==> src/hw/iso_rx_ctx_defines.vh <==
/*
 Constants for the isochronous receive context control block: register
 offsets, field positions, speed and event codes, reset values.
 Assumes inclusion by bare name from design files.
*/
`ifndef ISO_RX_CTX_DEFINES_VH
`define ISO_RX_CTX_DEFINES_VH

// ****************************************
// Register map (byte addresses)
// ****************************************
`define CTL_SET_ADDR 8'h00
`define CTL_CLR_ADDR 8'h04
`define CTL_READ_ADDR 8'h08
`define CHAN_ADDR 8'h0C
`define MASK_HI_ADDR 8'h10
`define MASK_LO_ADDR 8'h14
`define PKT_CHAN_ADDR 8'h18

// ****************************************
// Control field positions
// ****************************************
`define B_PACKED 31
`define B_HDR 30
`define B_CYCM 29
`define B_MULTI 28
`define B_SPLIT 27
`define B_RUN 15
`define B_WAKE 12
`define B_DEAD 11
`define B_ACTIVE 10
`define SPD_HI 7
`define SPD_LO 5
`define EVT_HI 4
`define EVT_LO 0

// ****************************************
// Speed codes
// ****************************************
`define SPD_100 3'h0
`define SPD_200 3'h1
`define SPD_400 3'h2

// ****************************************
// Event codes
// ****************************************
`define EVT_NONE 5'h00
`define EVT_LONG_PACKET 5'h02
`define EVT_DESC_READ 5'h04
`define EVT_DATA_WRITE 5'h06
`define EVT_OVERRUN 5'h05
`define EVT_UNKNOWN 5'h0E
`define ACK_COMPLETE 5'h11
`define ACK_DATA_ERROR 5'h1D

// ****************************************
// Misc
// ****************************************
`define RESP_OKAY 2'h0
`define RESP_SLVERR 2'h2
`define ZERO32 32'h00000000
`define ONE2 2'h1

`endif

==> src/hw/iso_rx_context_control.v <==
/*
 Control and status of one isochronous receive DMA context, reached over
 AXI4-Lite. Holds the set/clear control register, the channel filter and
 the descriptor run/wake/dead/active handshake. Assumes a DMA engine on
 the same clock that reports fetches, errors and received packets.
*/
// Added by the designer: the AXI4-Lite slave port and the address map.
// Function
// - Multi-channel: accept all mask-enabled channels
// - Otherwise accept only the programmed channel
// - Split mode sends payloads to two series
// - Split mode forces multi and packed low
// - Split bit frozen while active or run
// - Reserved bits read zero
// - Descriptors processed only while run set
// - Hardware changes run only on reset
// - Wake makes descriptor fetching resume
// - Every descriptor fetch clears wake
// - Fatal error sets dead (code sets it only while run is set)
// - Dead clears only when software clears run
// - Active high while processing descriptors
// - Speed field codes 100, 200, 400
// - Packed-fill event codes limited set
// - Packed-fill backs out bad packets
// - Packet-per-buffer event codes limited set
// - Packed fills buffers; otherwise one per buffer
`include "iso_rx_ctx_defines.vh"
`timescale 1ns/1ps
`default_nettype none

module iso_rx_context_control #(
   parameter CHAN_W = 6
)(
   input wire aclk,
   input wire aresetn,
   input wire sw_reset,
   input wire [7:0] s_axi_awaddr,
   input wire s_axi_awvalid,
   output reg s_axi_awready,
   input wire [31:0] s_axi_wdata,
   input wire [3:0] s_axi_wstrb,
   input wire s_axi_wvalid,
   output reg s_axi_wready,
   output reg [1:0] s_axi_bresp,
   output reg s_axi_bvalid,
   input wire s_axi_bready,
   input wire [7:0] s_axi_araddr,
   input wire s_axi_arvalid,
   output reg s_axi_arready,
   output reg [31:0] s_axi_rdata,
   output reg [1:0] s_axi_rresp,
   output reg s_axi_rvalid,
   input wire s_axi_rready,
   input wire desc_fetch,
   input wire fatal_error,
   input wire proc_idle,
   input wire pkt_valid,
   input wire [CHAN_W-1:0] pkt_channel,
   input wire [2:0] pkt_speed,
   input wire pkt_len_err,
   input wire pkt_crc_err,
   input wire pkt_overrun,
   input wire pkt_long,
   input wire desc_read_err,
   input wire data_write_err,
   output reg fetch_enable,
   output reg pkt_accept,
   output reg pkt_backout,
   output reg packed_fill_select,
   output reg split_payload_select,
   output reg multi_channel_select,
   output reg header_keep
);

   // ****************************************
   // Control state
   // ****************************************
   reg run_q;
   reg wake_q;
   reg dead_q;
   reg active_q;
   reg cycm_q;
   reg [2:0] spd_q;
   reg [4:0] evt_q;
   reg [CHAN_W-1:0] chan_q;
   reg [31:0] mask_hi_q;
   reg [31:0] mask_lo_q;
   reg [CHAN_W-1:0] last_chan_q;

   reg [7:0] awaddr_q;
   reg aw_have_q;
   reg [31:0] wdata_q;
   reg [3:0] wstrb_q;
   reg w_have_q;

   wire do_write = aw_have_q && w_have_q && !s_axi_bvalid;
   wire set_wr = do_write && awaddr_q == `CTL_SET_ADDR;
   wire clr_wr = do_write && awaddr_q == `CTL_CLR_ADDR;
   wire [31:0] wmask = {{8{wstrb_q[3]}}, {8{wstrb_q[2]}},
      {8{wstrb_q[1]}}, {8{wstrb_q[0]}}};
   wire [31:0] set_bits = set_wr ? (wdata_q & wmask) : `ZERO32;
   wire [31:0] clr_bits = clr_wr ? (wdata_q & wmask) : `ZERO32;
   wire busy = active_q || run_q;

   // Mask bit selection, used by filter
   function chan_enabled;
      input [CHAN_W-1:0] ch;
      input [31:0] hi;
      input [31:0] lo;
      begin
         if (ch[5])
            chan_enabled = hi[ch[4:0]];
         else
            chan_enabled = lo[ch[4:0]];
      end
   endfunction

   // Merge set/clear writes onto a bit
   function sc;
      input cur;
      input s;
      input c;
      begin
         sc = (cur | s) & ~c;
      end
   endfunction

   // ****************************************
   // Control register update
   // ****************************************
   reg split_d;
   reg multi_d;
   reg packed_d;
   always @*
   begin
      split_d = busy ? split_payload_select :
         sc(split_payload_select, set_bits[`B_SPLIT], clr_bits[`B_SPLIT]);
      multi_d = sc(multi_channel_select, set_bits[`B_MULTI],
         clr_bits[`B_MULTI]);
      packed_d = sc(packed_fill_select, set_bits[`B_PACKED],
         clr_bits[`B_PACKED]);
      if (split_d)
      begin
         multi_d = 1'b0;
         packed_d = 1'b0;
      end
   end

   wire pkt_ok = pkt_valid && active_q;
   wire pkt_bad = pkt_len_err || pkt_crc_err || pkt_overrun;
   wire accept_now = multi_channel_select ?
      chan_enabled(pkt_channel, mask_hi_q, mask_lo_q) :
      (pkt_channel == chan_q);

   reg [4:0] evt_d;
   always @*
   begin
      evt_d = `ACK_COMPLETE;
      if (desc_read_err)
         evt_d = `EVT_DESC_READ;
      else if (data_write_err)
         evt_d = `EVT_DATA_WRITE;
      else if (packed_fill_select)
      begin
         if (pkt_bad)
            evt_d = evt_q;
      end
      else if (pkt_overrun)
         evt_d = `EVT_OVERRUN;
      else if (pkt_long)
         evt_d = `EVT_LONG_PACKET;
      else if (pkt_len_err || pkt_crc_err)
         evt_d = `ACK_DATA_ERROR;
   end

   always @(posedge aclk)
   begin
      if (!aresetn || sw_reset)
      begin
         run_q <= 1'b0;
         wake_q <= 1'b0;
         dead_q <= 1'b0;
         active_q <= 1'b0;
         cycm_q <= 1'b0;
         header_keep <= 1'b0;
         split_payload_select <= 1'b0;
         multi_channel_select <= 1'b0;
         packed_fill_select <= 1'b0;
         spd_q <= `SPD_100;
         evt_q <= `EVT_NONE;
         fetch_enable <= 1'b0;
         pkt_accept <= 1'b0;
         pkt_backout <= 1'b0;
         last_chan_q <= {CHAN_W{1'b0}};
      end
      else
      begin
         run_q <= sc(run_q, set_bits[`B_RUN], clr_bits[`B_RUN]);
         header_keep <= sc(header_keep, set_bits[`B_HDR], clr_bits[`B_HDR]);
         cycm_q <= active_q ? 1'b0 :
            sc(cycm_q, set_bits[`B_CYCM], clr_bits[`B_CYCM]);
         split_payload_select <= split_d;
         multi_channel_select <= multi_d;
         packed_fill_select <= packed_d;
         // Fetch beats a same-cycle wake set
         if (desc_fetch)
            wake_q <= 1'b0;
         else if (set_bits[`B_WAKE])
            wake_q <= 1'b1;
         if (fatal_error && run_q)
            dead_q <= 1'b1;
         else if (clr_bits[`B_RUN])
            dead_q <= 1'b0;
         // Active while run, not halted and the engine busy; a wake restarts an idle engine
         if (!run_q || dead_q || fatal_error)
            active_q <= 1'b0;
         else if (set_bits[`B_WAKE] || wake_q || !proc_idle)
            active_q <= 1'b1;
         else
            active_q <= 1'b0;
         fetch_enable <= run_q && !dead_q && !fatal_error &&
            !clr_bits[`B_RUN];
         pkt_accept <= pkt_ok && accept_now && !(packed_fill_select
            && pkt_bad);
         pkt_backout <= pkt_ok && accept_now && packed_fill_select
            && pkt_bad;
         if (pkt_ok && accept_now)
         begin
            spd_q <= pkt_speed;
            evt_q <= evt_d;
            last_chan_q <= pkt_channel;
         end
         else if (desc_read_err || data_write_err)
            evt_q <= evt_d;
      end
   end

   // ****************************************
   // Plain registers
   // ****************************************
   always @(posedge aclk)
   begin
      if (!aresetn)
      begin
         chan_q <= {CHAN_W{1'b0}};
         mask_hi_q <= `ZERO32;
         mask_lo_q <= `ZERO32;
      end
      else if (do_write)
      begin
         if (awaddr_q == `CHAN_ADDR)
            chan_q <= wdata_q[CHAN_W-1:0];
         if (awaddr_q == `MASK_HI_ADDR)
            mask_hi_q <= (mask_hi_q & ~wmask) | (wdata_q & wmask);
         if (awaddr_q == `MASK_LO_ADDR)
            mask_lo_q <= (mask_lo_q & ~wmask) | (wdata_q & wmask);
      end
   end

   // ****************************************
   // AXI4-Lite write channel
   // ****************************************
   wire known_w = awaddr_q == `CTL_SET_ADDR || awaddr_q == `CTL_CLR_ADDR
      || awaddr_q == `CHAN_ADDR || awaddr_q == `MASK_HI_ADDR
      || awaddr_q == `MASK_LO_ADDR;

   always @(posedge aclk)
   begin
      if (!aresetn)
      begin
         s_axi_awready <= 1'b0;
         s_axi_wready <= 1'b0;
         s_axi_bvalid <= 1'b0;
         s_axi_bresp <= `RESP_OKAY;
         aw_have_q <= 1'b0;
         w_have_q <= 1'b0;
         awaddr_q <= 8'h00;
         wdata_q <= `ZERO32;
         wstrb_q <= 4'h0;
      end
      else
      begin
         s_axi_awready <= !aw_have_q && !s_axi_awready && !s_axi_bvalid;
         s_axi_wready <= !w_have_q && !s_axi_wready && !s_axi_bvalid;
         if (s_axi_awvalid && s_axi_awready)
         begin
            aw_have_q <= 1'b1;
            awaddr_q <= s_axi_awaddr;
            s_axi_awready <= 1'b0;
         end
         if (s_axi_wvalid && s_axi_wready)
         begin
            w_have_q <= 1'b1;
            wdata_q <= s_axi_wdata;
            wstrb_q <= s_axi_wstrb;
            s_axi_wready <= 1'b0;
         end
         if (do_write)
         begin
            s_axi_bvalid <= 1'b1;
            s_axi_bresp <= known_w ? `RESP_OKAY : `RESP_SLVERR;
            aw_have_q <= 1'b0;
            w_have_q <= 1'b0;
         end
         else if (s_axi_bvalid && s_axi_bready)
            s_axi_bvalid <= 1'b0;
      end
   end

   // ****************************************
   // AXI4-Lite read channel
   // ****************************************
   wire [31:0] ctl_word = {packed_fill_select, header_keep, cycm_q,
      multi_channel_select, split_payload_select, 11'h000, run_q, 2'h0,
      wake_q, dead_q, active_q, 2'h0, spd_q, evt_q};

   always @(posedge aclk)
   begin
      if (!aresetn)
      begin
         s_axi_arready <= 1'b0;
         s_axi_rvalid <= 1'b0;
         s_axi_rdata <= `ZERO32;
         s_axi_rresp <= `RESP_OKAY;
      end
      else
      begin
         s_axi_arready <= !s_axi_arready && !s_axi_rvalid;
         if (s_axi_arvalid && s_axi_arready)
         begin
            s_axi_arready <= 1'b0;
            s_axi_rvalid <= 1'b1;
            s_axi_rresp <= `RESP_OKAY;
            case (s_axi_araddr)
               `CTL_SET_ADDR, `CTL_CLR_ADDR, `CTL_READ_ADDR:
                  s_axi_rdata <= ctl_word;
               `CHAN_ADDR:
                  s_axi_rdata <= {{(32-CHAN_W){1'b0}}, chan_q};
               `MASK_HI_ADDR:
                  s_axi_rdata <= mask_hi_q;
               `MASK_LO_ADDR:
                  s_axi_rdata <= mask_lo_q;
               `PKT_CHAN_ADDR:
                  s_axi_rdata <= {{(32-CHAN_W){1'b0}}, last_chan_q};
               default:
               begin
                  s_axi_rdata <= `ZERO32;
                  s_axi_rresp <= `RESP_SLVERR;
               end
            endcase
         end
         else if (s_axi_rvalid && s_axi_rready)
            s_axi_rvalid <= 1'b0;
      end
   end

endmodule // iso_rx_context_control

`default_nettype wire

==> config.mk <==
export PLATFORM = sky130hd
export DESIGN_NAME = iso_rx_context_control
export DESIGN_NICKNAME = d
export VERILOG_FILES = /design/src/hw/iso_rx_context_control.v
export VERILOG_INCLUDE_DIRS = /design/src /design/src/hw
export SDC_FILE = /design/constraint.sdc
export NUM_CORES = 1
export LEC_CHECK = 0
export BUFFER_PORTS_ARGS = -buffer_cell sky130_fd_sc_hd__buf_2
export CORE_MARGIN = 2
export CORE_UTILIZATION = 51
export CTS_CLUSTER_DIAMETER = 50
export CTS_CLUSTER_SIZE = 30
export DETAILED_ROUTE_END_ITERATION = 10
export PLACE_DENSITY = 0.79
export SETUP_SLACK_MARGIN = 0.02
export SLEW_MARGIN = 20
export SYNTH_ARGS = -nofsm -noshare
export SYNTH_HDL_FRONTEND = slang
export SYNTH_SLANG_ARGS = --single-unit
==> constraint.sdc <==
create_clock -name aclk -period 2.7 [get_ports aclk]
set_clock_uncertainty 0.2 [all_clocks]
set_input_delay 0.27 -clock aclk [delete_from_list [all_inputs] [get_ports aclk]]
set_output_delay 0.27 -clock aclk [all_outputs]
set_load 0.05 [all_outputs]
-- After elaboration in Yosys (flattened, before gate mapping)
Cells that the tools add are included.
- $lt $le $gt $ge: 1
- equal/unequal tests: 11
- mux-type cells: 28
- bitwise operators: 25
- reduce and logical (&&, ||, !) cells: 70
- operators with widths (cell ; number):
    $pmux 32 s5 ; 1
    $and 32x32->32 ; 3
    $mux 32 ; 2
    $or 32x32->32 ; 2
    $eq 8x5->1 const B ; 5
    $mux 5 ; 8
    $not 32->32 ; 1
    $eq 8x4->1 const B ; 3
    $logic_and 1x1->1 ; 24
    $eq 8x3->1 const B ; 2
    $logic_not 8->1 ; 2
    $reduce_or 2->1 ; 8
    $logic_not 1->1 ; 14
    $logic_or 1x1->1 ; 13
    $mux 1 ; 12
    $bmux 1 s5 ; 2
    $reduce_bool 2->1 ; 4
    $not 1->1 ; 7
    $reduce_or 7->1 ; 1
    $and 1x1->1 ; 6
    $eq 6x6->1 ; 1
    $lt 5x6->1 const B ; 1
    $or 1x1->1 ; 6
    $reduce_and 2->1 ; 3
    other kinds (3) ; 4
- bits in registers: 183
- logic and storage cells: 166

-- Depth between registers and ports, before layout
- depth after elaboration: 9
- depth in mapped cells: 11
- mapped depth without buffers: 7

-- Least setup slack after synthesis
OpenSTA, ideal clock, no wires.
- path type: input to register
- from: in pkt_channel[1]
- to: reg evt_q[0]
- library setup time: 0.116 ns
- arrival time: 2.327 ns
- data required time: 2.384 ns
- setup slack: 0.057 ns
- cell stages on the path: 10
- cells stage by stage: clkbuf_1 -> clkbuf_1 -> mux4_1 -> mux2i_1 -> nand2_1 -> o2111a_1 -> a211o_1 -> buf_6 -> and2_1 -> o211a_1
- longest elaborated chain between the ends: 6
- elaborated cells on any way between the ends: 10
- those cells by class: eq/ne: 1; mux: 7; reduce/logical: 2
- RTL lines (item ; RTL line ; RTL):
    start, declared ; iso_rx_context_control.v:58 ; input wire [CHAN_W-1:0] pkt_channel,
    $bmux 1 s5, on equally long branches ; iso_rx_context_control.v:114, iso_rx_context_control.v:112 ;
    $mux 1, on equally long branches ; iso_rx_context_control.v:114, iso_rx_context_control.v:112 ;
    $mux 1 ; iso_rx_context_control.v:111 ; if (ch[5])
    $mux 1 (*) ; iso_rx_context_control.v:151 ; wire accept_now = multi_channel_select ?
    $logic_and 1x1->1 (*) ; iso_rx_context_control.v:227 ; if (pkt_ok && accept_now)
    $mux 5 / $reduce_bool 2->1 (equally long branches) ; - ;
    end signal, assigned ; iso_rx_context_control.v:190 ; evt_q <= `EVT_NONE;
    end signal, assigned ; iso_rx_context_control.v:230 ; evt_q <= evt_d;
    end signal, assigned ; iso_rx_context_control.v:234 ; evt_q <= evt_d;
    end, declared ; iso_rx_context_control.v:84 ; reg [4:0] evt_q;
Every way passes the cells marked *; elsewhere a longest branch is shown, timed or not. The select of a mux whose other input is x is not followed.
A chain may end at the register's enable or synchronous reset.

==> run metrics <==
die area 0.0169 sq mm; Peak VDD IR 0.492 mV; Detailed Route WL 23.2 mm; Period minus WS final 2.59 ns; CTS HTree Levels 4; relative slew slack 37.7%; CTS buffer count 17; final hold viol count 0; vias 7,462; clk_lat worst skew 0.44 ns; FF-to-FF path depth 6; sequential fraction of the synthesis area 44.6%; Detail Route Antenna Nets 0; Initial Util 51.7%; FP Rows 46; Worst EP arrival 2.72 ns; flops & latches, synth 181; Critical Path RT 2.83 ns; layout cells sized above 1 17.9%; most frequent cell after synthesis nand2_1; top post-synthesis cells by area dfxtp_1 (45%), a21boi_0 (10%), nand2_1 (9.1%); number of global-route vias before repair 7,047; Leak 4.01 nW; grt ovf 0; fmax 386 MHz; Post-synth top cells nand2_1 (197), dfxtp_1 (181), a21boi_0 (110), nand3_1 (83), mux2i_1 (58); fin crit share 96.0%; vias per std cell 5.62; Synth Flop Type dfxtp_1; maximum number of pins on one net before global-route repair 94; Synthesis Warnings 0; Layout Cells excl Fill 1,328; initial antenna violation count 0; Worst-path clk slew 0.07 ns; reg-to-reg setup timing slack 0.11 ns; Post-synth EDFFs 0; Critical R2R Capture evt_q[0]$_SDFFE_PP0P_; async set-reset flop share out of synthesis 0%; worst hold path type in -> reg; nets 1,179; first-pass GRT wire length 36.5 mm; post-CTS setup buffers 0; CTS tree built; Worst-Margin Slew 0.933 ns; RSZ-0062 raised after global routing no; core area 0.0157 sq mm; class of the most critical setup path reg -> reg; DR DRC count 0; Cell variety after synth 47; synthesized area 0.00812 sq mm; Gate Count Post-Synth 925; Syn Area/Cell 8.77 sq um; Starting DRT DRC Count 701; Total GRT Usage 27.8%; power density cells 579 mW/mm^2; setup violators final 0; max-cap violations 0; final slew viol count 0; clock sink count 181; dpl hpwl 15.9 mm; Root Buffer clkbuf_16; placed cell areas 0.00901 sq mm; crit-path max FO 7; GPL Wtd Cong 0.932; 1st-pass router iterations 5; Synth top area share 44.6%; Hold Path Depth 4; Worst Setup End Kind flip-flop; cell accounting for the most synthesized area dfxtp_1; cell area after layout 0.0103 sq mm; Area Overhead vs Synth 27.1%; drt wl/cell 17.5 um; Placed Cells 1,232; Setup crit start kind flip-flop; number of port buffers 124; die width 130 um; # diodes 0; status completed; Worst Hold Path EP evt_q[3]$_SDFFE_PP0P_; IO Count 127; hold path start pkt_overrun; chip height 130 um; clk buf depth 2
-- worst max-delay path by stage --
| stage | from | to | slack, ns | depth (start not counted) |
|---|---|---|---|---|
| 5_1_grt | awaddr_q[0]$_SDFFE_PN0P_ | cycm_q$_SDFF_PP0_ | 0.03 | 6 |
| 3_5_place_dp | pkt_channel[0] | last_chan_q[4]$_SDFFE_PP0P_ | -0.21 | 8 |
| 4_1_cts | flip-flop | last_chan_q[4]$_SDFFE_PP0P_ | 0.03 | 7 |
| 3_3_place_gp | pkt_channel[0] | last_chan_q[0]$_SDFFE_PP0P_ | -0.15 | 8 |
| 6_report | flip-flop | evt_q[0]$_SDFFE_PP0P_ | 0.11 | 6 |
| 2_1_floorplan | pkt_channel[1] | evt_q[0]$_SDFFE_PP0P_ | 0.06 | 10 |
-- routing by layer --
layer,wire [um],up-vias,global-route usage [%]
met1,10500,3482,38.4
met5,0,-,0
li1,-,3585,-
met3,1790,53,6.56
met2,10300,342,42.0
met4,651,0,11.6
-- where the power goes --
| part | switching, mW | total, mW | internal (mW) |
|---|---|---|---|
| logic | 0.259 | 0.471 | 0.213 |
| registers | 0.0569 | 2.77 | 2.72 |
| clock network | 1.04 | 2.73 | 1.69 |
| total | 1.36 | 5.98 | 4.62 |
-- critical path: stages, from the launching register on --
cell      delay, ns
dfxtp_1        0.34
mux4_2         0.48
mux4_2         0.46
nand2b_1       0.20
a211o_4        0.39
and2_1         0.19
o211a_1        0.21
-- placed cells by master, fill, tap and decap left out, drive strengths merged, types with 2 or more instances in the layout --
| cell | n |
|---|---|
| a211oi | 4 |
| o211ai | 5 |
| clkinv | 3 |
| o211a | 8 |
| or4 | 2 |
| nor2b | 21 |
| bufinv | 5 |
| nand2 | 197 |
| dlygate4sd3 | 65 |
| inv | 5 |
| a31oi | 5 |
| a21boi | 110 |
| buf | 156 |
| mux2i | 58 |
| dfxtp | 181 |
| nand3 | 83 |
| and2 | 22 |
| clkbuf | 23 |
| o22ai | 3 |
| nor3 | 10 |
| nand3b | 2 |
| mux4 | 14 |
| a21bo | 2 |
| nor2 | 29 |
| xnor2 | 2 |
| conb | 2 |
| a22oi | 14 |
| o21ai | 35 |
| nor3b | 4 |
| and3 | 3 |
| xor2 | 4 |
| a21oi | 14 |
| nand2b | 8 |
| nand4 | 2 |
-- cell families (layout without fill, tap and decap cells) --
| kind of cell | after synthesis | in the layout | synth area share, % |
|---|---|---|---|
| AND/OR/NAND/NOR | 388 | 388 | 21.7 |
| AO/OA/AOI/OAI | 206 | 206 | 17.9 |
| flip-flops | 181 | 181 | 44.6 |
| multiplexers | 72 | 72 | 11.4 |
| buffers and inverters | 71 | 257 | 3.65 |
| XOR/XNOR | 6 | 6 | 0.647 |
| other | 1 | 2 | 0.0462 |
-- layout make-up --
| class | count | area, sq um |
|---|---|---|
| flip-flops and latches | 181 | 3620 |
| well taps | 216 | 270 |
| clock buffers | 23 | 468 |
| inverters | 5 | 18.8 |
| clock inverters | 8 | 173 |
| multi-input cells | 674 | 4220 |
| fillers | 1253 | 5390 |
| repair buffers | 221 | 1540 |
-- per-stage QoR --
stage          TNS, ns  utilization [%]  hold slack, ns  total power, mW  worst slack, ns
5_1_grt              0             65.7          0.0286             6.16           0.0314
6_report             0             65.7          0.0118             5.98            0.108
2_1_floorplan        0                -           0.138             3.08           0.0570
4_1_cts              0             65.6         0.00360             5.97           0.0315
3_5_place_dp     -2.67             57.4           0.243             3.22           -0.212
3_3_place_gp     -1.98             57.4           0.234             3.22           -0.153
-- timing repair --
item / in CTS / in global routing
hold buffers: 65 / 0
pin swaps: 0 / 1
resized for setup: 1 / 3
endpoints found under the setup margin: 6 / 36
hold endpoints to repair: 59 / 0
(Power assumes the default switching activity.)
